===== config.mk =====
export PLATFORM = sky130hd
export DESIGN_NAME = tdm_rx_port
export DESIGN_NICKNAME = d
export VERILOG_FILES = /design/src/pkg/tdm_rx_pkg.sv /design/src/pkg/slot_bus_if.sv /design/src/rtl/slot_capture.sv /design/src/rtl/tdm_rx_port.sv
export VERILOG_INCLUDE_DIRS = /design/src /design/src/pkg
export SDC_FILE = /design/constraint.sdc
export NUM_CORES = 1
export LEC_CHECK = 0
export ABC_AREA = 1
export BUFFER_PORTS_ARGS = -buffer_cell sky130_fd_sc_hd__buf_2
export CELL_PAD_IN_SITES_DETAIL_PLACEMENT = 0
export CELL_PAD_IN_SITES_GLOBAL_PLACEMENT = 2
export CORE_MARGIN = 2
export CORE_UTILIZATION = 40
export DETAILED_ROUTE_END_ITERATION = 10
export PLACE_DENSITY = 0.95
export SYNTH_ARGS = -nofsm -noshare
export SYNTH_HDL_FRONTEND = slang
export SYNTH_SLANG_ARGS = --single-unit
export TNS_END_PERCENT = 100

===== constraint.sdc =====
create_clock -name CORE_CLK -period 11.6 [get_ports CORE_CLK]
set_input_delay 1.74 -clock CORE_CLK [delete_from_list [all_inputs] [get_ports CORE_CLK]]
set_output_delay 1.74 -clock CORE_CLK [all_outputs]
set_load 0.02 [all_outputs]

===== src/pkg/tdm_rx_regs.svh =====
// register offsets, field positions, reset values and timing counts of the receive port
// assumes a 10 MHz core clock; included by bare name
`ifndef TDM_RX_REGS_SVH
`define TDM_RX_REGS_SVH
`define CFG_ADDR          8'h00
`define STATUS_ADDR       8'h04
`define SAMPLE_ADDR       8'h08
`define CFG_RESET         32'h0000_1400
`define CFG_DETECT_DIS    0
`define CFG_FRAME_POL     1
`define CFG_RX_EDGE       2
`define CFG_JUSTIFY       3
`define CFG_OFFSET_LSB    4
`define CFG_SLEN_LSB      9
`define CFG_WLEN_LSB      11
`define CFG_SRC_LSB       13
`define CFG_SLOT_L_LSB    15
`define CFG_SLOT_R_LSB    19
`define CFG_MRATE_LSB     23
`define CFG_MRATIO_LSB    26
`define RATE_44K1         3'h0
`define RATE_48K          3'h1
`define RATE_88K2         3'h2
`define RATE_96K          3'h3
`define RATE_NONE         3'h7
`define RATIO_NONE        4'hF
`define CORE_CLK_HZ       10000000
`define FS_44K1_HZ        44100
`define FS_48K_HZ         48000
`define FS_88K2_HZ        88200
`define FS_96K_HZ         96000
`define FS_TOL            12'd6
`define FS_CYC(hz)        (12'((`CORE_CLK_HZ + (hz) / 2) / (hz)))
`define FRAME_TMO         12'd400
`define RAMP_DIV          8'd16
`define GAIN_FULL         8'hFF
`endif


===== src/pkg/tdm_rx_pkg.sv =====
// types shared by the receive port and its slot capture units
package tdm_rx_pkg;
   typedef enum logic [1:0] {SRC_STRAP, SRC_LEFT, SRC_RIGHT, SRC_MIX} source_e;
   typedef logic [31:0] word_t;
endpackage


===== src/pkg/slot_bus_if.sv =====
// bit stream shared by the frame tracker and the slot capture units
// all signals are on the core clock
`timescale 1ns/1ns
interface slot_bus_if;
   logic       bit_stb;
   logic       bit_val;
   logic [4:0] slot_num;
   logic [5:0] slot_bit;
   logic       frame_stb;
   logic [5:0] slen;
   logic [5:0] wlen;
   logic       justify;
   modport tracker (output bit_stb, bit_val, slot_num, slot_bit, frame_stb, slen, wlen, justify);
   modport capture (input bit_stb, bit_val, slot_num, slot_bit, frame_stb, slen, wlen, justify);
endinterface


===== src/rtl/slot_capture.sv =====
// captures the audio word of one selected slot from the bit stream
// assumes the stream strobes at most once per core clock cycle
`timescale 1ns/1ns
module slot_capture (
   // clock and reset
   input  wire logic              CORE_CLK,
   input  wire logic              RESETN,
   // stream and selection
   slot_bus_if.capture            sb,
   input  wire logic [3:0]        target,
   // captured word
   output tdm_rx_pkg::word_t      word_q,
   output logic                   have_q
);
   import tdm_rx_pkg::*;
   logic [5:0] first;
   logic [5:0] nbits;
   logic       take;
   logic       done;
   logic [31:0] shift_q;
   logic [5:0]  taken_q;
   logic [31:0] shift_d;

   // a word wider than the slot is cut to the slot
   assign nbits = (sb.wlen > sb.slen) ? sb.slen : sb.wlen;
   assign first = sb.justify ? 6'(sb.slen - nbits) : 6'h00;
   assign take  = sb.bit_stb && ({1'b0, target} == sb.slot_num)
                  && (sb.slot_bit >= first) && (sb.slot_bit < 6'(first + nbits));
   assign done  = sb.bit_stb && ({1'b0, target} == sb.slot_num)
                  && (sb.slot_bit == 6'(sb.slen - 6'h01));
   assign shift_d = take ? {shift_q[30:0], sb.bit_val} : shift_q;

   always_ff @(posedge CORE_CLK or negedge RESETN) begin
      if (!RESETN) begin
         shift_q <= 32'h0000_0000;
         taken_q <= 6'h00;
      end else if (sb.frame_stb && !take) begin
         shift_q <= 32'h0000_0000;
         taken_q <= 6'h00;
      end else if (take) begin
         shift_q <= shift_d;
         taken_q <= 6'(taken_q + 6'h01);
      end
   end

   // word lands msb-aligned in 32 bits
   always_ff @(posedge CORE_CLK or negedge RESETN) begin
      if (!RESETN) begin
         word_q <= 32'h0000_0000;
         have_q <= 1'b0;
      end else if (done) begin
         word_q <= shift_d << 6'(6'd32 - nbits);
         have_q <= 1'b1;
      end else if (sb.frame_stb) begin
         have_q <= 1'b0;
      end
   end

   AST_DONE_HAS_WORD: assert property (@(posedge CORE_CLK) disable iff (!RESETN)
      done |=> have_q && (word_q == $past(shift_d) << 6'(6'd32 - $past(nbits))))
      else $error("completed slot not latched");
endmodule // slot_capture


===== src/rtl/tdm_rx_port.sv =====
// receive side of a multi-slot serial audio port, with clock checking and volume ramp
// assumes: frame sync, bit clock and data arrive asynchronously on pins; bit clock is
// well below half the core clock; registers are reached over a plain strobe port
`timescale 1ns/1ns
`include "tdm_rx_regs.svh"
module tdm_rx_port (
   // clock and reset
   input  wire logic              CORE_CLK,
   input  wire logic              RESETN,
   // serial audio pins and address strap
   input  wire logic              FRAME_SYNC,
   input  wire logic              SERIAL_BIT_CLOCK,
   input  wire logic              SERIAL_DATA_IN,
   input  wire logic [2:0]        ADDR_STRAP,
   // register port
   input  wire logic [7:0]        REG_ADDR,
   input  wire logic [31:0]       REG_WDATA,
   input  wire logic              REG_WR,
   input  wire logic              REG_RD,
   output logic [31:0]            REG_RDATA,
   // playback path
   output tdm_rx_pkg::word_t      PLAYBACK_SAMPLE,
   output logic                   PLAYBACK_VALID,
   output logic                   CLOCK_FAULT
);
   import tdm_rx_pkg::*;
   slot_bus_if sb ();

   logic [2:0]  fs_sync_q, bclk_sync_q, serial_data_in_sync_q, strap_s1_q, strap_s2_q;
   logic        bclk_d3_q;
   logic [31:0] cfg_q;
   logic [3:0]  strap_q;
   logic [1:0]  strap_wait_q;
   logic        strap_taken_q;
   logic        edge_stb, fs_now, fs_prev_q, fs_edge;
   logic [9:0]  bit_cnt_q, cur_cnt;
   logic [9:0]  pos;
   logic        in_frame;
   logic [5:0]  sb_q, sb_cur;
   logic [4:0]  sn_q, sn_cur;
   logic [4:0]  offset;
   logic [11:0] per_cnt_q;
   logic        seen_q;
   logic [2:0]  rate_q;
   logic [3:0]  ratio_q;
   logic [4:0]  slot_cnt_q;
   logic        fault;
   logic [7:0]  gain_q;
   logic [7:0]  ramp_div_q;
   logic        ramp_en;
   source_e     src;
   logic [3:0]  tgt_l;
   word_t       word_l, word_r;
   logic        have_l, have_r;
   logic [32:0] mix_sum;
   word_t       raw;
   logic [40:0] scaled;
   word_t       last_q;

   // three flops on each serial pin; the bit clock gets a fourth as edge reference
   always_ff @(posedge CORE_CLK or negedge RESETN) begin
      if (!RESETN) begin
         fs_sync_q   <= 3'h0;
         bclk_sync_q <= 3'h0;
         serial_data_in_sync_q <= 3'h0;
         bclk_d3_q   <= 1'b0;
      end else begin
         fs_sync_q   <= {fs_sync_q[1:0], FRAME_SYNC};
         bclk_sync_q <= {bclk_sync_q[1:0], SERIAL_BIT_CLOCK};
         serial_data_in_sync_q <= {serial_data_in_sync_q[1:0], SERIAL_DATA_IN};
         bclk_d3_q   <= bclk_sync_q[2];
      end
   end

   // strap caught once its synchroniser has settled after reset release
   always_ff @(posedge CORE_CLK or negedge RESETN) begin
      if (!RESETN) begin
         strap_s1_q    <= 3'h0;
         strap_s2_q    <= 3'h0;
         strap_q       <= 4'h0;
         strap_wait_q  <= 2'h0;
         strap_taken_q <= 1'b0;
      end else begin
         strap_s1_q <= ADDR_STRAP;
         strap_s2_q <= strap_s1_q;
         if (!strap_taken_q) begin
            strap_wait_q <= 2'(strap_wait_q + 2'h1);
            if (strap_wait_q == 2'h3) begin
               strap_q       <= {1'b0, strap_s2_q};
               strap_taken_q <= 1'b1;
            end
         end
      end
   end

   // configuration register
   always_ff @(posedge CORE_CLK or negedge RESETN) begin
      if (!RESETN) begin
         cfg_q <= `CFG_RESET;
      end else if (REG_WR && REG_ADDR == `CFG_ADDR) begin
         cfg_q <= {2'h0, REG_WDATA[29:0]};
      end
   end

   always_ff @(posedge CORE_CLK or negedge RESETN) begin
      if (!RESETN) begin
         REG_RDATA <= 32'h0000_0000;
      end else if (REG_RD) begin
         unique case (REG_ADDR)
            `CFG_ADDR:    REG_RDATA <= cfg_q;
            `STATUS_ADDR: REG_RDATA <= {11'h000, gain_q, fault, slot_cnt_q,
                                        ratio_q, rate_q};
            `SAMPLE_ADDR: REG_RDATA <= last_q;
            default:      REG_RDATA <= 32'h0000_0000;
         endcase
      end else begin
         REG_RDATA <= 32'h0000_0000;
      end
   end

   // bit stream framing
   assign edge_stb = cfg_q[`CFG_RX_EDGE] ? (~bclk_sync_q[2] & bclk_d3_q)
                                         : (bclk_sync_q[2] & ~bclk_d3_q);
   assign fs_now   = fs_sync_q[2];
   assign fs_edge  = edge_stb && (cfg_q[`CFG_FRAME_POL] ? (fs_now & ~fs_prev_q)
                                                        : (~fs_now & fs_prev_q));
   assign offset   = cfg_q[`CFG_OFFSET_LSB +: 5];
   assign cur_cnt  = fs_edge ? 10'h000 : 10'(bit_cnt_q + 10'h001);
   assign in_frame = seen_q || fs_edge;
   assign pos      = 10'(cur_cnt - {5'h00, offset});

   always_comb begin
      unique case (cfg_q[`CFG_SLEN_LSB +: 2])
         2'h0:    sb.slen = 6'd16;
         2'h1:    sb.slen = 6'd24;
         default: sb.slen = 6'd32;
      endcase
      unique case (cfg_q[`CFG_WLEN_LSB +: 2])
         2'h0:    sb.wlen = 6'd16;
         2'h1:    sb.wlen = 6'd20;
         2'h2:    sb.wlen = 6'd24;
         default: sb.wlen = 6'd32;
      endcase
   end

   always_comb begin
      sb_cur = sb_q;
      sn_cur = sn_q;
      if (pos == 10'h000) begin
         sb_cur = 6'h00;
         sn_cur = 5'h00;
      end else if (sb_q == 6'(sb.slen - 6'h01)) begin
         sb_cur = 6'h00;
         sn_cur = (sn_q == 5'h1F) ? sn_q : 5'(sn_q + 5'h01);
      end else begin
         sb_cur = 6'(sb_q + 6'h01);
      end
   end

   assign sb.bit_stb   = edge_stb && in_frame && (cur_cnt >= {5'h00, offset});
   assign sb.bit_val   = serial_data_in_sync_q[2];
   assign sb.slot_num  = sn_cur;
   assign sb.slot_bit  = sb_cur;
   assign sb.frame_stb = fs_edge;
   assign sb.justify   = cfg_q[`CFG_JUSTIFY];

   always_ff @(posedge CORE_CLK or negedge RESETN) begin
      if (!RESETN) begin
         fs_prev_q <= 1'b0;
         bit_cnt_q <= 10'h000;
         sb_q      <= 6'h00;
         sn_q      <= 5'h1F;
      end else if (edge_stb) begin
         fs_prev_q <= fs_now;
         bit_cnt_q <= (cur_cnt == 10'h3FF) ? bit_cnt_q : cur_cnt;
         if (fs_edge) begin
            sn_q <= 5'h1F;
         end
         if (sb.bit_stb) begin
            sb_q <= sb_cur;
            sn_q <= sn_cur;
         end
      end
   end

   // measures each frame in bit clocks and core cycles, so no slot count is programmed
   always_ff @(posedge CORE_CLK or negedge RESETN) begin
      if (!RESETN) begin
         per_cnt_q  <= 12'h000;
         seen_q     <= 1'b0;
         rate_q     <= `RATE_NONE;
         ratio_q    <= `RATIO_NONE;
         slot_cnt_q <= 5'h00;
      end else if (fs_edge) begin
         per_cnt_q <= 12'h000;
         seen_q    <= 1'b1;
         if (seen_q) begin
            rate_q     <= rate_of(per_cnt_q);
            ratio_q    <= ratio_of(10'(bit_cnt_q + 10'h001));
            slot_cnt_q <= (sn_q == 5'h1F) ? 5'h00
                        : 5'(sn_q + ((sb_q == 6'(sb.slen - 6'h01)) ? 5'h01 : 5'h00));
         end
      end else if (per_cnt_q == `FRAME_TMO) begin
         seen_q <= 1'b0;
         rate_q <= `RATE_NONE;
      end else begin
         per_cnt_q <= 12'(per_cnt_q + 12'h001);
      end
   end

   function automatic logic [2:0] rate_of(input logic [11:0] cyc);
      logic [2:0] r;
      r = `RATE_NONE;
      if (near(cyc, `FS_CYC(`FS_44K1_HZ))) r = `RATE_44K1;
      if (near(cyc, `FS_CYC(`FS_48K_HZ)))  r = `RATE_48K;
      if (near(cyc, `FS_CYC(`FS_88K2_HZ))) r = `RATE_88K2;
      if (near(cyc, `FS_CYC(`FS_96K_HZ)))  r = `RATE_96K;
      return r;
   endfunction

   function automatic logic near(input logic [11:0] a, input logic [11:0] b);
      return (a + `FS_TOL >= b) && (a <= b + `FS_TOL);
   endfunction

   function automatic logic [3:0] ratio_of(input logic [9:0] n);
      unique case (n)
         10'd16:  return 4'h0;
         10'd24:  return 4'h1;
         10'd32:  return 4'h2;
         10'd48:  return 4'h3;
         10'd64:  return 4'h4;
         10'd96:  return 4'h5;
         10'd128: return 4'h6;
         10'd192: return 4'h7;
         10'd256: return 4'h8;
         10'd512: return 4'h9;
         10'd125: return 4'hA;
         10'd250: return 4'hB;
         default: return `RATIO_NONE;
      endcase
   endfunction

   // fast rates carry half the bit budget, so more than 8 slots there is a fault
   assign fault = !seen_q || (ratio_q == `RATIO_NONE) || (rate_q == `RATE_NONE)
                  || ((rate_q == `RATE_88K2 || rate_q == `RATE_96K) && slot_cnt_q > 5'd8)
                  || (cfg_q[`CFG_DETECT_DIS] && (rate_q != cfg_q[`CFG_MRATE_LSB +: 3]
                      || ratio_q != cfg_q[`CFG_MRATIO_LSB +: 4]));
   assign CLOCK_FAULT = fault;

   // gain steps one count per divider pulse instead of dropping to silence
   assign ramp_en = (ramp_div_q == 8'(`RAMP_DIV - 8'd1));
   always_ff @(posedge CORE_CLK or negedge RESETN) begin
      if (!RESETN) begin
         ramp_div_q <= 8'h00;
         gain_q     <= 8'h00;
      end else begin
         ramp_div_q <= ramp_en ? 8'h00 : 8'(ramp_div_q + 8'h01);
         if (ramp_en && fault && gain_q != 8'h00) begin
            gain_q <= 8'(gain_q - 8'h01);
         end else if (ramp_en && !fault && gain_q != `GAIN_FULL) begin
            gain_q <= 8'(gain_q + 8'h01);
         end
      end
   end

   // slot selection and extraction
   assign src   = source_e'(cfg_q[`CFG_SRC_LSB +: 2]);
   assign tgt_l = (src == SRC_STRAP) ? strap_q : cfg_q[`CFG_SLOT_L_LSB +: 4];

   slot_capture cap_left (
      .CORE_CLK (CORE_CLK),
      .RESETN   (RESETN),
      .sb       (sb),
      .target   (tgt_l),
      .word_q   (word_l),
      .have_q   (have_l)
   );

   slot_capture cap_right (
      .CORE_CLK (CORE_CLK),
      .RESETN   (RESETN),
      .sb       (sb),
      .target   (cfg_q[`CFG_SLOT_R_LSB +: 4]),
      .word_q   (word_r),
      .have_q   (have_r)
   );

   // a slot that never completed in the frame plays as digital silence
   assign mix_sum = {word_l[31], word_l} + {word_r[31], word_r};
   always_comb begin
      unique case (src)
         SRC_RIGHT: raw = have_r ? word_r : 32'h0000_0000;
         SRC_MIX:   raw = (have_l && have_r) ? mix_sum[32:1] : 32'h0000_0000;
         default:   raw = have_l ? word_l : 32'h0000_0000;
      endcase
   end
   assign scaled = 41'($signed(raw) * $signed({1'b0, gain_q}));

   always_ff @(posedge CORE_CLK or negedge RESETN) begin
      if (!RESETN) begin
         PLAYBACK_SAMPLE <= 32'h0000_0000;
         PLAYBACK_VALID  <= 1'b0;
         last_q          <= 32'h0000_0000;
      end else begin
         PLAYBACK_VALID <= fs_edge && seen_q;
         if (fs_edge && seen_q) begin
            PLAYBACK_SAMPLE <= scaled[39:8];
            last_q          <= raw;
         end
      end
   end

   AST_VALID_ON_FRAME: assert property (@(posedge CORE_CLK) disable iff (!RESETN)
      PLAYBACK_VALID |-> $past(fs_edge) && $past(seen_q))
      else $error("sample delivered without frame start");
   AST_RAMP_DOWN: assert property (@(posedge CORE_CLK) disable iff (!RESETN)
      ramp_en && fault && gain_q != 8'h00 |=> gain_q == $past(gain_q) - 8'h01)
      else $error("gain did not ramp down on fault");
   AST_RAMP_UP: assert property (@(posedge CORE_CLK) disable iff (!RESETN)
      ramp_en && !fault && gain_q != 8'hFF |=> gain_q == $past(gain_q) + 8'h01)
      else $error("gain did not ramp up on good clocks");
   AST_MANUAL_MISMATCH: assert property (@(posedge CORE_CLK) disable iff (!RESETN)
      cfg_q[0] && rate_q != cfg_q[25:23] |-> CLOCK_FAULT)
      else $error("manual rate mismatch not flagged");
   AST_BAD_RATIO: assert property (@(posedge CORE_CLK) disable iff (!RESETN)
      fs_edge && seen_q && ratio_of(10'(bit_cnt_q + 10'h001)) == 4'hF |=> CLOCK_FAULT)
      else $error("unsupported ratio not flagged");
   AST_NULL_SLOT: assert property (@(posedge CORE_CLK) disable iff (!RESETN)
      PLAYBACK_VALID && $past(src) == SRC_LEFT && !$past(have_l)
      |-> PLAYBACK_SAMPLE == 32'h0000_0000)
      else $error("missing slot not muted");
   AST_STRAP_SLOT: assert property (@(posedge CORE_CLK) disable iff (!RESETN)
      $rose(strap_taken_q) |-> strap_q == {1'b0, $past(strap_s2_q)}
      && (src != SRC_STRAP || tgt_l == {1'b0, $past(strap_s2_q)}))
      else $error("default slot differs from strap");
   AST_SLOT_COUNT: assert property (@(posedge CORE_CLK) disable iff (!RESETN)
      fs_edge && seen_q && sn_q == 5'h02 && sb_q == 6'(sb.slen - 6'h01)
      |=> slot_cnt_q == 5'h03)
      else $error("slot count not measured");
endmodule // tdm_rx_port


==> metrics <==
number of vias per cell after detailed routing=5.21; number of I/O port buffers=113; status=finished, final reports clean; summed area of non-filler cells in the final layout=31900 µm²; cells resized by post-CTS repair=0; largest area contributor in the synthesized netlist=sky130_fd_sc_hd__dfrtp_1; TritonCTS clock tree=built; RSZ-0062 raised after global routing=no; TritonRoute pass-1 iters=6; height of the die=274 µm; final-layout fill cell count=7509; cells after synthesis=3964; final layout net count=4402; drc violations=0; Core Area=71700 µm²; CTS Hold Bufs=0; number of rows in the core area=98; Netlist Area Pre-Place=29100 µm²; FF-to-FF path depth=35; count of antenna-violating nets left after detailed routing=0; first-iteration detailed-routing DRC count=2265; placer congestion estimate=0.896; most repeated library cell on the critical path=sky130_fd_sc_hd__nand2_1; aggregate routed wire length=87200 µm; number of antenna violations at the first check in global routing=1; Main synth FF type=sky130_fd_sc_hd__dfrtp_1; Synthesis Warnings=0; Slowest cell on crit path=sky130_fd_sc_hd__o21ai_0; most instantiated library cell after synthesis=sky130_fd_sc_hd__nand2_1; starting density of the core=40.5%; worst-path maximum fanout=7; stage delay of the slowest cell on the critical path=0.67 ns; number of synthesized register bits=342; most area-consuming cells after synthesis=sky130_fd_sc_hd__dfrtp_1 (28%), sky130_fd_sc_hd__fa_1 (14%), sky130_fd_sc_hd__nand2_1 (12%); final worst path period share=68.7%; share of post-route cells with drive strength above 1=7.67%; Inserted Diodes=0; summed negative setup slack over all endpoints=0 ns; cell depth of the worst hold path=0; nets in the synthesized netlist=4360; path class of the lowest-slack min-delay path=flip-flop to flip-flop; Post-synth EDFFs=0; total CTS buffers=43; all-layer global routing usage=23.8%; worst-margin pin slew=1.09 ns; post-layout utilization of the core=44.5%; maximum capacitance violations=0; Total Die Area=74800 µm²; via count of the routed design=26000; startpoint kind of the worst setup timing path=flip-flop; area added between synthesis and finish=9.84%; fraction of registers with async set or reset after synthesis=100%; IR Drop Worst-Case VDD=0.000115 V; GR Overflow Total=0; largest net degree at the start of global routing=119; first-pass GRT wire length=140000 µm; total number of clock tree sinks=342; worst path arrival time=8.48 ns; setup-violating endpoint count in the final report=0; post-detailed-route wirelength per cell=17.5 µm; number of global-route vias before repair=25200; horizontal die dimension=274 µm; Netlist cell types=60; placed cell area=30400 µm²; CTS root buf=sky130_fd_sc_hd__clkbuf_16; io pins=116; areal power density over the cells=140 nW/µm²; Post-Syn Area per Cell=7.33 µm²; number of H-tree branching levels=2; kind of end point of the critical path=flip-flop; Crit Path Category=flip-flop to flip-flop; Clock Path Buffers=3; remaining max-slew budget at the tightest pin=27.1%; DP HPWL=65900 µm; Worst-Skew Late Latency=0.61 ns; worst clock skew on the final layout=0.0346 ns; max-slew violation count=0; share of synthesized area occupied by flip-flops and latches=29.5%; most frequent cells after synthesis=sky130_fd_sc_hd__nand2_1 (957), sky130_fd_sc_hd__inv_1 (616), sky130_fd_sc_hd__nand3_1 (404); clock-pin slew on the worst setup and hold paths=0.06 ns; number of hold-slack violations in the final timing report=0; WP data required=12.11 ns; timing-limited maximum frequency=0.125 GHz; Leakage=17.0 nW; area share of the largest cell type after synthesis=28.2%; post-layout min period=7.97 ns; total chip power=0.00445 W; setup fix buffers added after clock tree synthesis=0
[metrics by stage]
stage / hold WS (ns) / std cells / setup WS, ns
global route: 0.348 / 4990 / 2.96
finish: 0.344 / 4990 / 3.63
global placement: 0.335 / 4911 / 3.77
CTS: 0.349 / 4990 / 3.71
floorplan: 0.331 / 3964 / 5.15
detailed placement: 0.335 / 4911 / 3.74
[power by group]
| part | switching [W] | internal (W) | total [W] | leakage (nW) |
|---|---|---|---|---|
| registers | 0.000121 | 0.00131 | 0.00143 | 4.50 |
| logic | 0.00111 | 0.000513 | 0.00162 | 11.8 |
| clock network | 0.000578 | 0.000827 | 0.00141 | 0.713 |
[flip-flops by register name, indices dropped and copies added (netlist names), 10 cells and up]
name and cells:
PLAYBACK_SAMPLE 32, bit_cnt_q 10, last_q 32, cap_left.word_q 32, cap_left.shift_q 32, cap_right.shift_q 32, cfg_q 30, cap_right.word_q 32
per_cnt_q 12, REG_RDATA 32
[critical path: cells and delay by family (launching register included)]
kind | cells | cell delay, ns
xor gates and xnor gates | 1 | 0.19
adders and majority gates | 6 | 2.96
AOI/OAI and AO/OA | 9 | 2.18
DFF | 1 | 0.35
and+or+nand+nor | 13 | 1.67
buffers and inverters | 6 | 0.53
[layout make-up]
class | instances | area (µm²) | share of cell area [%]
clock inverter | 17 | 221 | 0.694
clock buffer | 62 | 1260 | 3.94
sequential | 342 | 8580 | 26.9
inverter | 634 | 2380 | 7.46
multi-input combinational | 2843 | 17500 | 54.8
tap | 950 | 1190 | 3.72
timing repair buffer | 142 | 793 | 2.49
[final timing paths]
check	to	slack, ns	start
max	PLAYBACK_SAMPLE[31]	3.63	cap_left.word_q[1]
min	strap_s2_q[2]	0.34	strap_s1_q[2]
max reg2reg	PLAYBACK_SAMPLE[31]	3.63	cap_left.word_q[1]
min reg2reg	strap_s2_q[2]	0.34	strap_s1_q[2]
max in group asynchronous	REG_RDATA[9]	8.41	RESETN
min in group asynchronous	serial_data_in_sync_q[0]	1.14	RESETN
[placed cells by master, fill, tap and decap left out, drive strengths merged, types with 14 or more instances in the layout]
master	instances
a21oi	221
a31oi	18
buf	142
clkbuf	62
clkinv	14
dfrtp	328
dfstp	14
fa	198
ha	148
inv	630
nand2	969
nand3	408
nand4	27
nor2	391
nor3	24
nor4	15
o211ai	16
o21ai	229
o221ai	21
or2	15
xnor2	27
xor2	36
[per-layer routing]
| layer | GRT usage (%) | vias to the layer above | share of wire (%) |
|---|---|---|---|
| met3 | 3.25 | 115 | 6.5 |
| met1 | 34.2 | 12500 | 47 |
| met5 | 0 | - | 0 |
| li1 | - | 12700 | - |
| met4 | 6.72 | 0 | 2.7 |
| met2 | 37.3 | 710 | 44 |
[logic make-up (layout without fill, tap and decap cells)]
kind of cell    count (synthesis)  after routing  synth area share (%)
compound gates                564            564                  10.9
xor+xnor                       63             63                  1.90
fa+ha+maj                     346            346                  20.0
buf+inv                       779            855                  10.4
flops                         342            342                  29.5
mux                             9              9                 0.349
simple gates                 1861           1861                  27.0
Note: power is estimated with default switching activity, not from simulation.
